File: src/logic/serial_channel_map.vh
// register map, field positions and reset values of the serial channel
`ifndef SERIAL_CHANNEL_MAP_VH
`define SERIAL_CHANNEL_MAP_VH
`define SEL_DATA 2'h0
`define SEL_STATUS 2'h1
`define SEL_FORMAT 2'h2
`define SEL_MASK 2'h3
`define BAUD_COUNT_ADDR 16'hFFE9
`define BAUD_COUNT_RESET 8'h00
`define FORMAT_RESET 8'h4B
`define COMMAND_RESET 8'h00
`define MASK_RESET 8'h03
`define CMD_TX_EN 0
`define CMD_DTR 1
`define CMD_RX_EN 2
`define CMD_BREAK 3
`define CMD_ERR_CLR 4
`define CMD_RTS 5
`define FMT_STOP_HI 7
`define FMT_STOP_LO 6
`define FMT_PAR_HI 5
`define FMT_PAR_LO 4
`define FMT_LEN_HI 3
`define FMT_LEN_LO 2
`define FMT_BF_HI 1
`define FMT_BF_LO 0
`define MASK_TX 1
`define MASK_RX 0
`define FACTOR_16_LAST 6'h0F
`define FACTOR_64_LAST 6'h3F
`define HALF_16_LAST 6'h07
`define HALF_64_LAST 6'h1F
`endif

File: src/logic/tx_hold_buffer.v
// two-entry holding buffer between the transmit buffer register and the shifter
`timescale 1ns/1ns
module tx_hold_buffer (
    input wire clk,
    input wire rst_n,
    input wire en,
    input wire in_valid,
    input wire [7:0] in_data,
    output wire in_ready,
    output wire out_valid,
    output wire [7:0] out_data,
    input wire out_ready
);
    reg [7:0] mem_q [0:1];
    reg [1:0] count_q;
    reg wr_q;
    reg rd_q;
    wire push = in_valid && in_ready;
    wire pop = out_valid && out_ready;

    assign in_ready = (count_q != 2'h2);
    assign out_valid = (count_q != 2'h0);
    assign out_data = mem_q[rd_q];

    always @(posedge clk) begin
        if (!rst_n) begin
            count_q <= 2'h0;
            wr_q <= 1'b0;
            rd_q <= 1'b0;
            mem_q[0] <= 8'h00;
            mem_q[1] <= 8'h00;
        end else if (en) begin
            if (push) begin
                mem_q[wr_q] <= in_data;
                wr_q <= ~wr_q;
            end
            if (pop)
                rd_q <= ~rd_q;
            if (push && !pop)
                count_q <= count_q + 2'h1;
            else if (pop && !push)
                count_q <= count_q - 2'h1;
        end
    end
endmodule // tx_hold_buffer

File: src/logic/tx_shifter.v
// transmit shifter: start, data lsb first, optional parity, one or two stops
`timescale 1ns/1ns
`include "serial_channel_map.vh"
module tx_shifter (
    input wire clk,
    input wire rst_n,
    input wire en,
    input wire os_tick,
    input wire factor_64,
    input wire char8,
    input wire par_en,
    input wire par_even,
    input wire two_stop,
    input wire tx_enable,
    input wire valid,
    input wire [7:0] data,
    output wire ready,
    output reg txd
);
    localparam S_IDLE = 5'b00001;
    localparam S_START = 5'b00010;
    localparam S_DATA = 5'b00100;
    localparam S_PAR = 5'b01000;
    localparam S_STOP = 5'b10000;
    reg [4:0] st_q;
    reg [7:0] sh_q;
    reg [5:0] cnt_q;
    reg [2:0] bit_q;
    reg par_q;
    reg stop_q;
    wire [5:0] last = factor_64 ? `FACTOR_64_LAST : `FACTOR_16_LAST;
    wire [2:0] last_bit = char8 ? 3'h7 : 3'h6;
    wire bit_end = os_tick && (cnt_q == last);
    wire [7:0] masked = char8 ? data : {1'b0, data[6:0]};

    assign ready = st_q[0] && tx_enable;

    always @(posedge clk) begin
        if (!rst_n) begin
            st_q <= S_IDLE;
            sh_q <= 8'h00;
            cnt_q <= 6'h00;
            bit_q <= 3'h0;
            par_q <= 1'b0;
            stop_q <= 1'b0;
            txd <= 1'b1;
        end else if (en) begin
            if (os_tick)
                cnt_q <= bit_end ? 6'h00 : cnt_q + 6'h01;
            case (st_q)
                S_IDLE: begin
                    txd <= 1'b1;
                    if (valid && tx_enable) begin
                        sh_q <= masked;
                        par_q <= par_even ? ^masked : ~^masked;
                        st_q <= S_START;
                        cnt_q <= 6'h00;
                        txd <= 1'b0;
                    end
                end
                S_START: if (bit_end) begin
                    st_q <= S_DATA;
                    bit_q <= 3'h0;
                    txd <= sh_q[0];
                end
                S_DATA: if (bit_end) begin
                    if (bit_q == last_bit) begin
                        st_q <= par_en ? S_PAR : S_STOP;
                        txd <= par_en ? par_q : 1'b1;
                        stop_q <= two_stop;
                    end else begin
                        bit_q <= bit_q + 3'h1;
                        txd <= sh_q[bit_q + 3'h1];
                    end
                end
                S_PAR: if (bit_end) begin
                    st_q <= S_STOP;
                    txd <= 1'b1;
                end
                S_STOP: if (bit_end) begin
                    if (stop_q)
                        stop_q <= 1'b0;
                    else
                        st_q <= S_IDLE;
                end
                default: st_q <= S_IDLE;
            endcase
        end
    end
endmodule // tx_shifter

File: src/logic/serial_channel.v
// asynchronous serial channel: register file, baud timing, receiver, tx path
`timescale 1ns/1ns
`include "serial_channel_map.vh"
module serial_channel (
    input wire MCLK,
    input wire RESETN,
    input wire CE,
    input wire [15:0] IO_ADDR,
    input wire IO_RD,
    input wire IO_WR,
    input wire [7:0] IO_WDATA,
    output reg [7:0] IO_RDATA,
    input wire [7:0] IO_PAGE_HIGH,
    input wire [7:0] SERIAL_WINDOW_LOW,
    input wire BAUD_SEL,
    input wire TIMER1_OUT,
    input wire RXD,
    input wire DSR_N,
    output reg TXD,
    output reg RTS_N,
    output reg DTR_N,
    output reg IRQ
);
    localparam R_IDLE = 5'b00001;
    localparam R_START = 5'b00010;
    localparam R_DATA = 5'b00100;
    localparam R_PAR = 5'b01000;
    localparam R_STOP = 5'b10000;

    // registers
    reg [7:0] baud_divisor_count_q;
    reg [7:0] line_format_q;
    reg [7:0] line_command_q;
    reg [7:0] irq_mask_q;
    reg [7:0] rx_buffer_q;
    reg rx_full_flag_q;
    reg parity_error_flag_q;
    reg rx_lost_char_flag_q;
    reg framing_error_flag_q;
    reg break_seen_flag_q;

    // pin synchronisers; rx_s3 only feeds the edge detector
    reg rx_s1_q;
    reg rx_s2_q;
    reg rx_s3_q;
    reg dsr_s1_q;
    reg dsr_s2_q;

    // baud source
    reg [7:0] brg_cnt_q;
    reg tmr_prev_q;
    reg os_tick;

    // receiver
    reg [4:0] rst_q;
    reg [5:0] rcnt_q;
    reg [2:0] rbit_q;
    reg [7:0] rsh_q;
    reg rpar_q;

    // bus decode
    // only address bits 7:3 of the window low byte are compared
    wire in_window = (IO_ADDR[15:8] == IO_PAGE_HIGH) &&
                     (IO_ADDR[7:3] == SERIAL_WINDOW_LOW[7:3]);
    wire [1:0] sel = IO_ADDR[2:1];
    wire brc_hit = (IO_ADDR == `BAUD_COUNT_ADDR);
    wire wr_data = IO_WR && in_window && (sel == `SEL_DATA);
    wire wr_cmd = IO_WR && in_window && (sel == `SEL_STATUS);
    wire wr_fmt = IO_WR && in_window && (sel == `SEL_FORMAT);
    wire wr_mask = IO_WR && in_window && (sel == `SEL_MASK);
    wire rd_data = IO_RD && in_window && (sel == `SEL_DATA);

    // format fields, live from the register so a rewrite acts at once
    // illegal codes fall back on the low bit of each field, except the stop field, which uses its high bit
    wire two_stop = line_format_q[`FMT_STOP_HI];
    wire par_en = line_format_q[`FMT_PAR_LO];
    wire par_even = line_format_q[`FMT_PAR_HI];
    wire char8 = line_format_q[`FMT_LEN_LO];
    wire factor_64 = line_format_q[`FMT_BF_LO];
    wire tx_en = line_command_q[`CMD_TX_EN];
    wire rx_en = line_command_q[`CMD_RX_EN];
    wire err_clr = wr_cmd && IO_WDATA[`CMD_ERR_CLR];

    // transmit path
    wire buf_ready;
    wire buf_valid;
    wire [7:0] buf_data;
    wire sh_ready;
    wire sh_txd;
    // empty means room in the holding buffer, not an idle line
    wire tx_empty_flag = buf_ready;

    tx_hold_buffer u_buf (
        .clk(MCLK),
        .rst_n(RESETN),
        .en(CE),
        .in_valid(wr_data),
        .in_data(IO_WDATA),
        .in_ready(buf_ready),
        .out_valid(buf_valid),
        .out_data(buf_data),
        .out_ready(sh_ready)
    );

    tx_shifter u_shift (
        .clk(MCLK),
        .rst_n(RESETN),
        .en(CE),
        .os_tick(os_tick),
        .factor_64(factor_64),
        .char8(char8),
        .par_en(par_en),
        .par_even(par_even),
        .two_stop(two_stop),
        .tx_enable(tx_en),
        .valid(buf_valid),
        .data(buf_data),
        .ready(sh_ready),
        .txd(sh_txd)
    );

    // receive timing helpers
    wire [5:0] rlast = factor_64 ? `FACTOR_64_LAST : `FACTOR_16_LAST;
    wire [5:0] rhalf = factor_64 ? `HALF_64_LAST : `HALF_16_LAST;
    wire [2:0] rlast_bit = char8 ? 3'h7 : 3'h6;
    wire rbit_end = os_tick && (rcnt_q == rlast);
    wire rmid = os_tick && (rcnt_q == rhalf);
    wire fall = rx_s3_q && !rx_s2_q;
    wire rx_done = rst_q[4] && rbit_end;
    wire par_exp = par_even ? ^rsh_q : ~^rsh_q;

    // set-ready reads as one while its pin is low
    wire [7:0] status = {!dsr_s2_q, break_seen_flag_q, framing_error_flag_q,
                         rx_lost_char_flag_q, parity_error_flag_q, 1'b1,
                         rx_full_flag_q, tx_empty_flag};

    // baud source tick: internal divider or rising edge of timer 1
    always @* begin
        if (BAUD_SEL)
            os_tick = TIMER1_OUT && !tmr_prev_q;
        else
            os_tick = (brg_cnt_q == 8'h00);
    end

    always @(posedge MCLK) begin
        if (!RESETN) begin
            brg_cnt_q <= 8'h00;
            tmr_prev_q <= 1'b0;
        end else if (CE) begin
            tmr_prev_q <= TIMER1_OUT;
            // a new divisor count waits for the next reload, so a rewrite
            // mid-period still finishes the old period first
            if (brg_cnt_q == 8'h00)
                brg_cnt_q <= baud_divisor_count_q;
            else
                brg_cnt_q <= brg_cnt_q - 8'h01;
        end
    end

    // pin synchronisers
    always @(posedge MCLK) begin
        if (!RESETN) begin
            rx_s1_q <= 1'b1;
            rx_s2_q <= 1'b1;
            rx_s3_q <= 1'b1;
            dsr_s1_q <= 1'b1;
            dsr_s2_q <= 1'b1;
        end else if (CE) begin
            rx_s1_q <= RXD;
            rx_s2_q <= rx_s1_q;
            rx_s3_q <= rx_s2_q;
            dsr_s1_q <= DSR_N;
            dsr_s2_q <= dsr_s1_q;
        end
    end

    // software registers
    always @(posedge MCLK) begin
        if (!RESETN) begin
            baud_divisor_count_q <= `BAUD_COUNT_RESET;
            line_format_q <= `FORMAT_RESET;
            line_command_q <= `COMMAND_RESET;
            irq_mask_q <= `MASK_RESET;
        end else if (CE) begin
            if (IO_WR && brc_hit)
                baud_divisor_count_q <= IO_WDATA;
            if (wr_fmt)
                line_format_q <= IO_WDATA;
            // error clear is a strobe and is never stored
            if (wr_cmd)
                line_command_q <= IO_WDATA & ~(8'h01 << `CMD_ERR_CLR);
            if (wr_mask)
                irq_mask_q <= {6'h00, IO_WDATA[1:0]};
        end
    end

    // bus read data, one cycle after the strobe
    always @(posedge MCLK) begin
        if (!RESETN) begin
            IO_RDATA <= 8'h00;
        end else if (CE) begin
            IO_RDATA <= 8'h00;
            // format slot and misses read back as zero
            if (IO_RD && brc_hit)
                IO_RDATA <= baud_divisor_count_q;
            else if (IO_RD && in_window) begin
                case (sel)
                    `SEL_DATA: IO_RDATA <= rx_buffer_q;
                    `SEL_STATUS: IO_RDATA <= status;
                    `SEL_MASK: IO_RDATA <= irq_mask_q;
                    default: IO_RDATA <= 8'h00;
                endcase
            end
        end
    end

    // receiver state machine
    always @(posedge MCLK) begin
        if (!RESETN) begin
            rst_q <= R_IDLE;
            rcnt_q <= 6'h00;
            rbit_q <= 3'h0;
            rsh_q <= 8'h00;
            rpar_q <= 1'b0;
        end else if (CE) begin
            if (os_tick)
                rcnt_q <= rbit_end ? 6'h00 : rcnt_q + 6'h01;
            case (rst_q)
                R_IDLE: begin
                    if (rx_en && fall) begin
                        rst_q <= R_START;
                        rcnt_q <= 6'h00;
                        rsh_q <= 8'h00;
                        rpar_q <= 1'b0;
                    end
                end
                R_START: begin
                    // realign the counter on the centre of the start bit
                    // a start bit gone high by its centre is taken as noise
                    if (rmid) begin
                        rcnt_q <= 6'h00;
                        rbit_q <= 3'h0;
                        rst_q <= rx_s2_q ? R_IDLE : R_DATA;
                    end
                end
                R_DATA: begin
                    if (rbit_end) begin
                        rsh_q[rbit_q] <= rx_s2_q;
                        if (rbit_q == rlast_bit)
                            rst_q <= par_en ? R_PAR : R_STOP;
                        else
                            rbit_q <= rbit_q + 3'h1;
                    end
                end
                R_PAR: begin
                    if (rbit_end) begin
                        rpar_q <= rx_s2_q;
                        rst_q <= R_STOP;
                    end
                end
                R_STOP: begin
                    // only the first stop bit is checked
                    if (rbit_end)
                        rst_q <= R_IDLE;
                end
                default: rst_q <= R_IDLE;
            endcase
            // disabling the receiver drops a half-built character
            if (!rx_en && !rst_q[0])
                rst_q <= R_IDLE;
        end
    end

    // receive buffer and sticky flags; a setting event beats a clear
    always @(posedge MCLK) begin
        if (!RESETN) begin
            rx_buffer_q <= 8'h00;
            rx_full_flag_q <= 1'b0;
            parity_error_flag_q <= 1'b0;
            rx_lost_char_flag_q <= 1'b0;
            framing_error_flag_q <= 1'b0;
            break_seen_flag_q <= 1'b0;
        end else if (CE) begin
            if (rd_data)
                rx_full_flag_q <= 1'b0;
            if (err_clr) begin
                parity_error_flag_q <= 1'b0;
                rx_lost_char_flag_q <= 1'b0;
                framing_error_flag_q <= 1'b0;
            end
            if (rx_s2_q)
                break_seen_flag_q <= 1'b0;
            if (rx_done) begin
                rx_buffer_q <= rsh_q;
                rx_full_flag_q <= 1'b1;
                // a read in the same cycle makes room, so no overrun
                if (rx_full_flag_q && !rd_data)
                    rx_lost_char_flag_q <= 1'b1;
                if (!rx_s2_q)
                    framing_error_flag_q <= 1'b1;
                if (par_en && (rpar_q != par_exp))
                    parity_error_flag_q <= 1'b1;
                if (rsh_q == 8'h00 && !rpar_q && !rx_s2_q)
                    break_seen_flag_q <= 1'b1;
            end
        end
    end

    // pins and request, all registered
    always @(posedge MCLK) begin
        if (!RESETN) begin
            TXD <= 1'b1;
            RTS_N <= 1'b1;
            DTR_N <= 1'b1;
            IRQ <= 1'b0;
        end else if (CE) begin
            // break forces the line low even mid-character
            TXD <= sh_txd && !line_command_q[`CMD_BREAK];
            RTS_N <= !line_command_q[`CMD_RTS];
            DTR_N <= !line_command_q[`CMD_DTR];
            // registered, so the request trails its flags by one cycle
            IRQ <= (rx_en && rx_full_flag_q && !irq_mask_q[`MASK_RX]) ||
                   (tx_en && tx_empty_flag && !irq_mask_q[`MASK_TX]);
        end
    end
endmodule // serial_channel

File: config.mk
export PLATFORM = sky130hd
export DESIGN_NAME = serial_channel
export DESIGN_NICKNAME = d
export VERILOG_FILES = /design/src/logic/tx_hold_buffer.v /design/src/logic/tx_shifter.v /design/src/logic/serial_channel.v
export VERILOG_INCLUDE_DIRS = /design/src /design/src/logic
export SDC_FILE = /design/constraint.sdc
export NUM_CORES = 1
export LEC_CHECK = 0
export ABC_CLOCK_PERIOD_IN_PS = 2400
export BUFFER_PORTS_ARGS = -buffer_cell sky130_fd_sc_hd__clkbuf_2
export CAP_MARGIN = 10
export CORE_UTILIZATION = 40
export CTS_BUF_LIST = sky130_fd_sc_hd__clkbuf_8
export DETAILED_ROUTE_END_ITERATION = 7
export GPL_ROUTABILITY_DRIVEN = 0
export GPL_TIMING_DRIVEN = 0
export HOLD_SLACK_MARGIN = 0.12
export PLACE_DENSITY = 0.59
export SLEW_MARGIN = 25
export SYNTH_ARGS = -nofsm -noshare
export SYNTH_HDL_FRONTEND = slang
export SYNTH_SLANG_ARGS = --single-unit
File: constraint.sdc
create_clock -name MCLK -period 2.4 [get_ports MCLK]
set_input_delay 0 -clock MCLK [delete_from_list [all_inputs] [get_ports MCLK]]
set_output_delay 0 -clock MCLK [all_outputs]
set_load 0.1 [all_outputs]
== Word-level counts from Yosys, hierarchy flattened ==
Memories as Yosys holds them, arrays and structs flattened. A register that Yosys moved wholly into a read port is not among the register bits.
Index checks and enable logic that the tools add are counted.

* Bits in writable memories: 16
* Word-level logic and storage cells: 271
* Output and inout port bits: 12
* Memories kept: 1
* Input bits: 49
* Bits in registers: 114

* Eq/ne operators: 42
* Add/subtract/negate cells: 7
* Reduce and logical (&&, ||, !) cells: 85
* Bitwise gates (word level): 2
* $lt $le $gt $ge: 3
* Mux-type cells: 94

{| class="wikitable"
|+ Memory list
! name !! depth !! width !! rd ports !! clocked after memory_dff !! write ports !! RTL line !! text
|-
| u_buf.mem_q || 2 || 8 || 1 || 1 || 2 || tx_hold_buffer.v:14 || <nowiki>reg [7:0] mem_q [0:1];</nowiki>
|}

{| class="wikitable"
|+ Operators with widths
! cell !! number
|-
| 5-bit 2-to-1 mux || 16
|-
| 8-bit 2-to-1 mux || 7
|-
| 6-bit 2-to-1 mux || 9
|-
| 5-bit case mux with 5 select lines || 2
|-
| 1-bit 2-to-1 mux || 40
|-
| 1-bit logical AND || 35
|-
| 8-bit case mux with 3 select lines || 1
|-
| 3-bit 2-to-1 mux || 7
|-
| 5-bit AND reduction || 4
|-
| 3-bit inequality test (second input constant) || 6
|-
| 2-bit AND reduction || 9
|-
| 16-bit == test (second input constant) || 1
|-
| 8-bit zero test || 2
|-
| 2-bit inequality test (second input constant) || 8
|-
| 8-bit case mux with 2 select lines || 1
|-
| 2-bit nonzero test || 8
|-
| 8-bit XNOR reduction || 2
|-
| 8-bit parity || 2
|-
| 1-bit zero test || 14
|-
| 6-bit by 1-bit adder with 6-bit output (second input constant) || 2
|-
| 6-bit == test || 2
|-
| 2-bit by 1-bit inequality test with 1-bit output (second input constant) || 6
|-
| 3-bit case mux with 2 select lines || 2
|-
| 6-bit case mux with 2 select lines || 1
|-
| other kinds (33) || 46
|}

== Depth between registers and ports, before layout ==
Gate-level depths: netlist of run 1.

* Depth after elaboration: 11
* Mapped depth: 9
* Gate-level depth less buffers: 9

== By module ==
From an unflattened synthesis of run 1, not the netlist that was laid out.

* Cell total of the unflattened synthesis: 762
* Area total of the unflattened synthesis: 6708.9 um2

{| class="wikitable"
|+ Modules (own cells, without submodules)
! module !! cells an instance !! area each (um2) !! seq. area each (um2) !! times used
|-
| serial_channel || 519 || 4275.4 || 1641.6 || 1
|-
| tx_shifter || 172 || 1471.4 || 500.5 || 1
|-
| tx_hold_buffer || 71 || 962.2 || 580.6 || 1
|}

== Least setup slack after synthesis of run 1 ==
No wires, ideal clock.

* Path type: flip-flop to flip-flop
* From: reg brg_cnt_q[4]
* To: reg rcnt_q[4]
* Setup slack: 0.105 ns
* Required time: 2.283 ns
* Setup time: 0.117 ns
* Clock period less this slack: 2.295 ns
* Stages on the path, launching flop included: 7
* Buffers on the path: 0
* Arrival time: 2.177 ns
* Cell sequence: dfxtp_1 -> or4_4 -> o41a_1 -> or3_4 -> nand2_2 -> o21ai_1 -> a32o_1

* Longest elaborated chain between the ends: 7
* Elaborated cells between the ends (all ways): 9
* Those cells by class: mux: 6; reduce/logical: 3

{| class="wikitable"
|+ RTL lines
! item !! RTL line !! text
|-
| start, declared || serial_channel.v:50 || <nowiki>reg [7:0] brg_cnt_q;</nowiki>
|-
| start signal, assigned || serial_channel.v:154 || <nowiki>brg_cnt_q <= baud_divisor_count_q;</nowiki>
|-
| start signal, assigned || serial_channel.v:156 || <nowiki>brg_cnt_q <= brg_cnt_q - 8'h01;</nowiki>
|-
| 8-bit zero test (*) || serial_channel.v:142 || <nowiki>os_tick = (brg_cnt_q == 8'h00);</nowiki>
|-
| 1-bit 2-to-1 mux (*) || serial_channel.v:139 || <nowiki>if (BAUD_SEL)</nowiki>
|-
| 1-bit logical AND || serial_channel.v:126 || <nowiki>wire rbit_end = os_tick && (rcnt_q == rlast);</nowiki>
|-
| 6-bit 2-to-1 mux || serial_channel.v:227 || <nowiki>rcnt_q <= rbit_end ? 6'h00 : rcnt_q + 6'h01;</nowiki>
|-
| 6-bit 2-to-1 mux || serial_channel.v:226 || <nowiki>if (os_tick)</nowiki>
|-
| 6-bit 2-to-1 mux, on equally long branches || serial_channel.v:240, serial_channel.v:230 ||
|-
| 6-bit case mux with 2 select lines (*) || serial_channel.v:228 || <nowiki>case (rst_q)</nowiki>
|-
| end signal, assigned || serial_channel.v:227 ||
|-
| end, declared || serial_channel.v:56 || <nowiki>reg [5:0] rcnt_q;</nowiki>
|}

Every way passes the cells marked *; elsewhere a longest branch is shown, timed or not.
A chain may end at the register's enable or synchronous reset.

== Worst setup path in the final report of run 1 ==
* From: reg brg_cnt_q[5]
* To: reg rbit_q[0]

* Longest elaborated chain between the ends: 5
* Elaborated cells between the ends (all ways): 7
* Those cells by class: eq/ne: 2; mux: 1; reduce/logical: 4

{| class="wikitable"
|+ RTL lines
! item !! RTL line !! text
|-
| 8-bit zero test (*) || serial_channel.v:142 ||
|-
| 1-bit 2-to-1 mux (*) || serial_channel.v:139 ||
|-
| 1-bit logical AND, on equally long branches || serial_channel.v:127, serial_channel.v:126 ||
|-
| 2-bit inequality test (no line) || n/a ||
|-
| 5-bit AND reduction (no line) (*) || n/a ||
|-
| end signal, assigned || serial_channel.v:252 || <nowiki>rbit_q <= rbit_q + 3'h1;</nowiki>
|-
| end, declared || serial_channel.v:57 || <nowiki>reg [2:0] rbit_q;</nowiki>
|}

Marked as above.

==> results of run 1 <==
-- worst min-delay path, cell delays in order --
cell and delay, ns:
sky130_fd_sc_hd__clkbuf_2 0.10, sky130_fd_sc_hd__nand4_1 0.07, sky130_fd_sc_hd__nor4_1 0.08, sky130_fd_sc_hd__nor2_1 0.13
sky130_fd_sc_hd__nand3_1 0.10, sky130_fd_sc_hd__a31oi_1 0.15
-- synth_stat cells (15+ instances only) --
library cell,count,area (um^2)
sky130_fd_sc_hd__nand4_1,15,93.84
sky130_fd_sc_hd__clkbuf_1,22,82.58
sky130_fd_sc_hd__a21oi_1,40,200.2
sky130_fd_sc_hd__nand3_1,20,100.1
sky130_fd_sc_hd__nand2_1,84,315.3
sky130_fd_sc_hd__nor2_1,77,289.0
sky130_fd_sc_hd__and2_1,22,137.6
sky130_fd_sc_hd__edfxtp_1,16,480.5
sky130_fd_sc_hd__o21ai_0,30,150.1
sky130_fd_sc_hd__mux2i_1,51,510.5
sky130_fd_sc_hd__inv_1,29,108.9
sky130_fd_sc_hd__dfxtp_1,112,2242
sky130_fd_sc_hd__xor2_1,20,175.2
sky130_fd_sc_hd__xnor2_1,21,183.9
-- metal layers --
metal / vias to the layer above / GRT usage [%] / wire length [um]
li1: 2870 / - / -
met1: 2859 / 30.11 / 8597
met2: 197 / 38.87 / 8896
met3: 34 / 5.782 / 1202
met4: 0 / 8.316 / 371
met5: - / 0 / 0
-- worst paths after layout --
kind / startpoint / end / slack [ns] / cells after the start
max reg2reg: brg_cnt_q[5] / rbit_q[0] / -0.02 / 6
min: IO_ADDR[8] / IO_RDATA[6] / 0.21 / 6
max: brg_cnt_q[5] / rbit_q[0] / -0.02 / 6
min reg2reg: u_shift.sh_q[7] / u_shift.sh_q[7] / 0.46 / 2
-- cells by family after synthesis --
group | after synthesis | share of synthesized area (%)
AND/OR/NAND/NOR | 307 | 23.89
AO/OA/AOI/OAI | 143 | 14.62
flip-flops | 128 | 40.99
buffers and inverters | 63 | 3.975
multiplexers | 57 | 9.043
XOR/XNOR | 41 | 5.407
adder cells (fa/ha/maj) | 11 | 2.072
-- final cells by class --
class | instances | area share [%]
Buffer | 32 | 2.080
Sequential cell | 128 | 34.13
Clock inverter | 14 | 1.971
Tap cell | 216 | 3.379
Multi-Input combinational cell | 559 | 46.75
Clock buffer | 18 | 3.097
Inverter | 30 | 1.439
Timing Repair Buffer | 87 | 7.148
-- flip-flops by register name (all words and copies together), names as in the netlist, 3 cells and up, named ones only --
name and cells:
u_buf.mem_q 16, IO_RDATA 8, baud_divisor_count_q 8, brg_cnt_q 8
rsh_q 8, rx_buffer_q 8, u_shift.sh_q 8, rcnt_q 6
u_shift.cnt_q 6, line_command_q 5, line_format_q 5, rst_q 5
u_shift.st_q 5, rbit_q 3, u_shift.bit_q 3
-- stage by stage --
step / hold slack, ns / power (W) / setup TNS [ns] / cells
after floorplan: 0.1284 / 0.003231 / 0 / 750
after global placement: 0.2167 / 0.003514 / -7.644 / 1023
after detailed placement: 0.2290 / 0.003536 / -10.01 / 1023
after CTS: 0.1840 / 0.005617 / -0.07629 / 1077
after global routing: 0.2645 / 0.005956 / -0.6663 / 1084
final: 0.2065 / 0.005684 / -0.03906 / 1084
-- repair_timing --
item,in CTS,in global routing
endpoints found under the setup margin,43,38
gates resized for setup,12,26
endpoints found under the hold margin,50,0
cloned,0,1
setup buffers,7,7
hold buffers,15,0
pin swaps,7,7
-- power breakdown --
| group | switching, W | internal (W) |
|---|---|---|
| sequential | 0.0000967 | 0.00227 |
| combinational | 0.000775 | 0.000619 |
| clock | 0.000959 | 0.000965 |
==> flow_metrics.tcl, run 1 <==
set metrics [dict create \
    outcome "finished with violations" \
    failing_checks "setup timing" \
    syn-cell-area_um2 6641 \
    later_pin_clock_latency_in_the_skew_report_ns 0.46 \
    htree_levels 4 \
    timing.critical_path.cells "or4_4, o41a_1, or3_4, a21oi_4, mux2i_1, nor2_1" \
    worst-endpoint-required_ns 2.72 \
    grt_first_pass_wirelength_mm 30.13 \
    layout.cells.most_common "sky130_fd_sc_hd__dfxtp_1" \
    cellLeakagePower_nw 3.161 \
    worst_path_largest_cell_delay_ns 0.55 \
    count_of_inserted_antenna_diode_cells 0 \
    final.setup.worst_slack_ns -0.02190 \
    netlist_instances 750 \
    max_slew_violation_count 0 \
    ys_dominant_reg_cell "sky130_fd_sc_hd__dfxtp_1" \
    clock-skew-final_ns 0.01199 \
    dpl_cell_area_um2 7197 \
    drive_above_1_share_pct 17.28 \
    crit_arrival_ns 2.75 \
    ctsLongestPathBuffers 2 \
    cts_root_buffer "sky130_fd_sc_hd__clkbuf_8" \
    start_kind "register" \
    route.detailed.drc 0 \
    finish.instance_area_um2 7999 \
    detailedRoute.firstPassIterationCount 6 \
    power.density_nw_per_um2 710.6 \
    setup-violations-final 2 \
    maximum_number_of_pins_on_one_net_before_global_route_repair 17 \
    type_of_destination_of_the_critical_path "register" \
    count_of_unique_library_cells_instantiated_by_yosys 83 \
    detailedRoute.firstIterationViolations 689 \
    grt_overflow 0 \
    clock_tree_from_tritoncts "built" \
    cts.sinks 128 \
    tightestPinTransition_ns 0.8027 \
    period_minus_slack_ns 2.422 \
    initial_antenna_violation_count 0 \
    worst_path_max_delay_cell "sky130_fd_sc_hd__or4_4" \
    maxCapViolCount 0 \
    core-area_um2 16060 \
    synth_enable_flop_cells 16 \
    num_vias 5960 \
    final-seq-area_um2 2730 \
    numCtsBuffers 17 \
    final_cell_mix "108 x sky130_fd_sc_hd__dfxtp_1, 84 x sky130_fd_sc_hd__nand2_1, 77 x sky130_fd_sc_hd__nor2_1" \
    ys_warn_count 0 \
    syn_to_final_growth_pct 20.44 \
    synth_seq_area_share_pct 40.99 \
    die-height_um 130.9 \
    synth.ff_latch_count 128 \
    cts.reportedPaths.clkPinSlew_ns 0.08 \
    min-delay-path-class "in2reg" \
    finalHoldViolCount 0 \
    unrepaired_setup_endpoints_after_global_routing "true" \
    vias_per_cell 5.498 \
    buffering_stage_count_on_the_worst_path_with_inverters_included 0 \
    finalNetCount 915 \
    synth.net_count 810 \
    globalRouteTotalUtil_pct 23.63 \
    n_fill_cell 1525 \
    initial_utilization_pct 41.36 \
    synth.avg_cell_area_um2 8.855 \
    wire_per_inst_um 17.59 \
    ioPinCount 61 \
    antenna_left 0 \
    fmax_ghz 0.4129 \
    crit_path_max_delay_family "simple AND/OR/NAND/NOR gates" \
    port-buffer-count 57 \
    worst_ir_drop_vdd_mv 0.7913 \
    rows 46 \
    synthArstFlopShare_pct 0 \
    final_util_pct 49.81 \
    max-slew-margin-rel_pct 46.48 \
    multi_input_area_um2 3740 \
    die-width_um 130.9 \
    critPathMaxFanout 5 \
    die_area_um2 17120 \
    first_global_vias 5664 \
    period_share_pct 100.9 \
    post-dp-hpwl_mm 13.54 \
    routed_wl_mm 19.07 \
    setup_ws_pre_cts_ns -0.3917 \
    timing_worst_setup_path_type "reg2reg" \
]
Power figures use the tool's default switching activity.
==> run 2, diff against run 1 <==
==> constraint.sdc (replaced) <==
create_clock -name MCLK -period 2.4 [get_ports MCLK]
set_input_delay 0.12 -clock MCLK [delete_from_list [all_inputs] [get_ports MCLK]]
set_output_delay 0.12 -clock MCLK [all_outputs]
set_load 0.1 [all_outputs]
==> run 2 against run 1 <==
  * The run still ends with setup timing left
  * Die area is the same
  * Maximum frequency is essentially flat
  * Wire length is essentially flat
  * First-iteration DRC count shrank 1.9%
  * Register-to-register slack is essentially flat
  * Flip-flop and latch count is the same
  * Largest cell class unchanged
==> flow_metrics.tcl, run 2 (same netlist as run 1, synthesis figures left out) <==
set metrics [dict create \
    outcome "finished with violations" \
    failing_checks "setup timing" \
    vias_per_cell 5.473 \
    type_of_destination_of_the_critical_path "register" \
    htree_levels 4 \
    cts.reportedPaths.clkPinSlew_ns 0.08 \
    biggest_register "u_buf.mem_q" \
    layout.cells.most_common "sky130_fd_sc_hd__dfxtp_1" \
    tightestPinTransition_ns 0.8061 \
    initial_utilization_pct 41.36 \
    routed_wl_mm 19.06 \
    power_w 0.005676 \
    port-buffer-count 57 \
    initial_antenna_violation_count 0 \
    first_global_vias 5637 \
    dr_wl_met3_um 998 \
    post-dp-hpwl_mm 13.54 \
    maxCapViolCount 0 \
    fmax_ghz 0.4130 \
    crit_arrival_ns 2.74 \
    core-area_um2 16060 \
    final.setup.worst_slack_ns -0.02125 \
    maximum_number_of_pins_on_one_net_before_global_route_repair 17 \
    reg2reg_from "brg_cnt_q[5]" \
    timing.hold.ws_ns 0.2306 \
    hold_path_startpoint "IO_ADDR[1]" \
    globalRouteTotalUtil_pct 23.59 \
    die_area_um2 17120 \
    die-height_um 130.9 \
    ioPinCount 61 \
    numCtsBuffers 17 \
    final_util_pct 49.71 \
    grt_first_pass_wirelength_mm 30.06 \
    grt_overflow 0 \
    syn_to_final_growth_pct 20.20 \
    power.density_nw_per_um2 711.0 \
    start_kind "register" \
    antenna_left 0 \
    max-slew-margin-rel_pct 46.26 \
    timing.critical_path.cells "or4_4, o41a_1, or3_4, a21oi_4, mux2i_1, nor2_1" \
    timing.setup.tns_ns -0.06092 \
    wire_per_inst_um 17.60 \
    final_cell_mix "108 x sky130_fd_sc_hd__dfxtp_1, 84 x sky130_fd_sc_hd__nand2_1, 77 x sky130_fd_sc_hd__nor2_1" \
    setup-violations-final 5 \
    critPathMaxFanout 5 \
    ctsLongestPathBuffers 2 \
    worst_ir_drop_vdd_mv 0.7931 \
    crit_start "brg_cnt_q[5]" \
    wl_met2_mm 8.961 \
    period_minus_slack_ns 2.421 \
    clock_tree_from_tritoncts "built" \
    highest_routed_metal_layer "met4" \
    later_pin_clock_latency_in_the_skew_report_ns 0.46 \
    detailedRoute.firstPassIterationCount 5 \
    worst_path_largest_cell_delay_ns 0.55 \
    finalHoldViolCount 0 \
    clock-skew-final_ns 0.01348 \
    drive_above_1_share_pct 17.42 \
    max_slew_violation_count 0 \
    route.detailed.drc 0 \
    min-delay-path-class "in2reg" \
    detailedRoute.firstIterationViolations 676 \
    die-width_um 130.9 \
    num_vias 5927 \
    worst_path_max_delay_cell "sky130_fd_sc_hd__or4_4" \
    setup_ws_pre_cts_ns -0.3977 \
    rows 46 \
    buffering_stage_count_on_the_worst_path_with_inverters_included 0 \
    crit_path_max_delay_family "simple AND/OR/NAND/NOR gates" \
    cellLeakagePower_nw 3.154 \
    period_share_pct 100.9 \
    count_of_inserted_antenna_diode_cells 0 \
    worst-endpoint-required_ns 2.72 \
    timing_worst_setup_path_type "reg2reg" \
    largest_register_ff_count 16 \
    cts.sinks 128 \
    routedLengthMet1_mm 8.740 \
    cts_root_buffer "sky130_fd_sc_hd__clkbuf_8" \
    unrepaired_setup_endpoints_after_global_routing "true" \
    finalNetCount 914 \
]
run 2: report_power, final:
group	internal, W	switching, W	total (W)
sequential	0.00227	0.0000975	0.00237
combinational	0.000617	0.000774	0.00139
clock	0.000965	0.000953	0.00192
total	0.00385	0.00182	0.00568
run 2: path summary, 6_finish.rpt:
check                                  endpoint  slack [ns]  depth (start not counted)
worst min register to register  u_shift.sh_q[7]        0.46                          2
worst max register to register        rbit_q[0]       -0.02                          6
worst max-delay path                  rbit_q[0]       -0.02                          6
worst min-delay path                 u_buf.wr_q        0.23                          4
run 2: worst reg2reg max path: stages, from the launching register on:
cell and delay (ns):
sky130_fd_sc_hd__dfxtp_2 0.33, sky130_fd_sc_hd__or4_4 0.55, sky130_fd_sc_hd__o41a_1 0.46, sky130_fd_sc_hd__or3_4 0.46, sky130_fd_sc_hd__a21oi_4 0.23, sky130_fd_sc_hd__mux2i_1 0.21, sky130_fd_sc_hd__nor2_1 0.05
run 2: repair_timing:
action                                  CTS  global route
endpoints found under the setup margin   43            36
hold buffers                             12             0
gates cloned                              0             1
resized for setup                        12            25
setup buffers                             7             9
endpoints found under the hold margin    43             0
pin swaps                                 7             8
run 2: per-layer routing:
metal	global-route usage, %	up-vias
li1	-	2869
met1	30.41	2847
met2	38.69	180
met3	5.171	31
met4	8.587	0
met5	0	-
run 2: per-stage QoR:
stage,area (um^2),std cells
final,7983,1083
after global routing,7983,1083
after CTS,7826,1074
after detailed placement,7197,1023
after global placement,7197,1023
after floorplan,6641,750
run 2: layout make-up:
type / instances / area (um^2)
Buffer: 32 / 165.2
Clock buffer: 18 / 247.7
Clock inverter: 14 / 157.7
Fill cell: 1526 / 8075
Inverter: 30 / 115.1
Multi-Input combinational cell: 559 / 3740
Sequential cell: 128 / 2730
Tap cell: 216 / 270.3
Timing Repair Buffer: 86 / 556.8
==> run 3, diff against run 2 <==
--- a/config.mk
+++ b/config.mk
@@ -11,11 +11,12 @@
 export CAP_MARGIN = 10
 export CORE_UTILIZATION = 40
 export CTS_BUF_LIST = sky130_fd_sc_hd__clkbuf_8
+export CTS_CLUSTER_SIZE = 14
 export DETAILED_ROUTE_END_ITERATION = 7
 export GPL_ROUTABILITY_DRIVEN = 0
 export GPL_TIMING_DRIVEN = 0
 export HOLD_SLACK_MARGIN = 0.12
-export PLACE_DENSITY = 0.59
+export PLACE_DENSITY = 0.6
 export SLEW_MARGIN = 25
 export SYNTH_ARGS = -nofsm -noshare
 export SYNTH_HDL_FRONTEND = slang
==> run 3 against run 2 <==
  * The flow now finishes without violations
  * Wire length is 3.4% lower
  * Register-to-register slack better by 0.03 ns
  * Flip-flop and latch count stayed put
  * Sequential power hardly changed
  * Design area is 0.69% lower
  * Hold slack worse by 0.026 ns
  * Sequential share of layout area is 0.22 points higher
  * Clock skew is 0.00096 ns lower
  * First-iteration DRC count is 42% lower
  * Worst setup slack better by 0.033 ns
  * Die area stayed put
  * Global-route usage is 0.53 points lower
  * Largest power group unchanged
==> flow_metrics.tcl, run 3 (same netlist as run 1, synthesis figures left out) <==
set metrics [dict create \
    outcome "finished clean" \
    count_of_inserted_antenna_diode_cells 0 \
    stdcell_count 1076 \
    worst_ir_drop_vdd_mv 0.7579 \
    numCtsBuffers 17 \
    unrepaired_setup_endpoints_after_global_routing "true" \
    first_global_vias 5595 \
    max_slew_violation_count 0 \
    period_share_pct 99.51 \
    internal_power_w 0.004163 \
    finalHoldViolCount 0 \
    tightestPinTransition_ns 0.7839 \
    grt_overflow 0 \
    type_of_destination_of_the_critical_path "register" \
    ioPinCount 61 \
    post-dp-hpwl_mm 13.15 \
    globalRouteTotalUtil_pct 23.06 \
    antenna_left 0 \
    syn_to_final_growth_pct 19.37 \
    seq_power_share_pct 40.4 \
    share_clk_of_total_power_pct 37.1 \
    initial_utilization_pct 41.36 \
    dpl_cell_area_um2 7197 \
    clock_tree_from_tritoncts "built" \
    cts_root_buffer "sky130_fd_sc_hd__clkbuf_8" \
    final_cell_mix "109 x sky130_fd_sc_hd__dfxtp_1, 84 x sky130_fd_sc_hd__nand2_1, 77 x sky130_fd_sc_hd__nor2_1" \
    largest_register_ff_count 16 \
    finish.instance_area_um2 7928 \
    cts.reportedPaths.clkPinSlew_ns 0.07 \
    layout.cells.most_common "sky130_fd_sc_hd__dfxtp_1" \
    min-delay-path-class "in2reg" \
    clock-skew-final_ns 0.01252 \
    die_area_um2 17120 \
    port-buffer-count 57 \
    p_switching_w 0.001691 \
    maxCapViolCount 0 \
    detailedRoute.firstIterationViolations 390 \
    power.density_nw_per_um2 738.4 \
    biggest_register "u_buf.mem_q" \
    period_minus_slack_ns 2.388 \
    drive_above_1_share_pct 15.47 \
    rows 46 \
    timing_worst_setup_path_type "reg2reg" \
    later_pin_clock_latency_in_the_skew_report_ns 0.45 \
    placed_cells 1023 \
    num_vias 5757 \
    routed_wl_mm 18.41 \
    worst-endpoint-required_ns 2.78 \
    detailedRoute.firstPassIterationCount 5 \
    initial_antenna_violation_count 0 \
    die-width_um 130.9 \
    die-height_um 130.9 \
    wire_per_inst_um 17.11 \
    setup-violations-final 0 \
    vias_per_cell 5.350 \
    fmax_ghz 0.4187 \
    critPathMaxFanout 3 \
    maximum_number_of_pins_on_one_net_before_global_route_repair 17 \
    htree_levels 4 \
    cts.sinks 128 \
    core-area_um2 16060 \
    comb_power_share_pct 22.6 \
    cellLeakagePower_nw 3.128 \
    finalNetCount 907 \
    ctsLongestPathBuffers 2 \
    crit_arrival_ns 2.77 \
    start_kind "register" \
    route.detailed.drc 0 \
    grt_first_pass_wirelength_mm 29.38 \
    switching_share_pct 28.88 \
    max-slew-margin-rel_pct 47.74 \
]
## run 3: changes by cell type in the layout (fill, tap and decap cells not counted), moves of 2 or more
cell / delta
sky130_fd_sc_hd__bufinv_16: +4
sky130_fd_sc_hd__clkinv_1: +5
sky130_fd_sc_hd__o21ai_1: -2
sky130_fd_sc_hd__clkinv_4: -3
sky130_fd_sc_hd__buf_4: -5
sky130_fd_sc_hd__inv_6: -4
sky130_fd_sc_hd__buf_6: -3
sky130_fd_sc_hd__clkinvlp_4: -2
## run 3: final timing paths
path                                       from          endpoint  slack (ns)  cells past startpoint
worst max register to register     brg_cnt_q[5]          rst_q[4]        0.01                      7
worst min register to register  u_shift.sh_q[5]   u_shift.sh_q[5]        0.46                      2
worst max-delay path               brg_cnt_q[5]          rst_q[4]        0.01                      7
worst min-delay path                         CE  u_shift.bit_q[0]        0.20                      4
## run 3: area by class of cell
class / count / area (um^2)
Buffer: 33 / 158.9
Clock buffer: 17 / 234.0
Clock inverter: 15 / 224.0
Fill cell: 1544 / 8130
Inverter: 30 / 112.6
Multi-Input combinational cell: 559 / 3714
Sequential cell: 128 / 2729
Tap cell: 216 / 270.3
Timing Repair Buffer: 78 / 485.5
## run 3: critical path: stages (launching register included)
cell                      delay, ns
sky130_fd_sc_hd__dfxtp_2       0.34
sky130_fd_sc_hd__or4_4         0.57
sky130_fd_sc_hd__o41a_1        0.44
sky130_fd_sc_hd__buf_4         0.20
sky130_fd_sc_hd__o21ai_4       0.17
sky130_fd_sc_hd__nor3b_4       0.25
sky130_fd_sc_hd__and4b_1       0.21
sky130_fd_sc_hd__o21a_1        0.15
## run 3: stage by stage
| stage | hold slack [ns] | TNS [ns] | utilization, % | total power, W | worst slack [ns] |
|---|---|---|---|---|---|
| floorplan | 0.2484 | 0 | - | 0.003231 | 0.1053 |
| global placement | 0.3379 | -10.12 | 44.82 | 0.003526 | -0.3646 |
| detailed placement | 0.3449 | -10.90 | 44.82 | 0.003529 | -0.4072 |
| CTS | 0.1781 | 0 | 49.01 | 0.005845 | 0.004697 |
| global route | 0.2223 | -0.2955 | 49.37 | 0.006131 | -0.09470 |
| finish | 0.2045 | 0 | 49.37 | 0.005854 | 0.01173 |
## run 3: repair_timing
action / 4_1_cts / 5_1_grt
setup endpoints to repair: 43 / 34
hold buffers: 12 / 0
pin swaps: 6 / 1
buffers inserted: 8 / 1
gates resized for setup: 10 / 11
hold endpoints to repair: 45 / 0
## run 3: per-layer routing
| layer | GRT usage [%] | wire length (um) |
|---|---|---|
| met2 | 37.57 | 8446 |
| met4 | 7.708 | 308 |
| met3 | 5.252 | 912 |
| met5 | 0 | 0 |
| met1 | 30.06 | 8744 |
## run 3: power groups by stage
stage	Combinational [W]	Clock (W)	Sequential (W)
after global routing	0.00145	0.00230	0.00238
after detailed placement	0.00112	0	0.00241
after CTS	0.00129	0.00220	0.00236
after floorplan	0.000801	0	0.00243
final	0.00132	0.00217	0.00236
after global placement	0.00112	0	0.00241
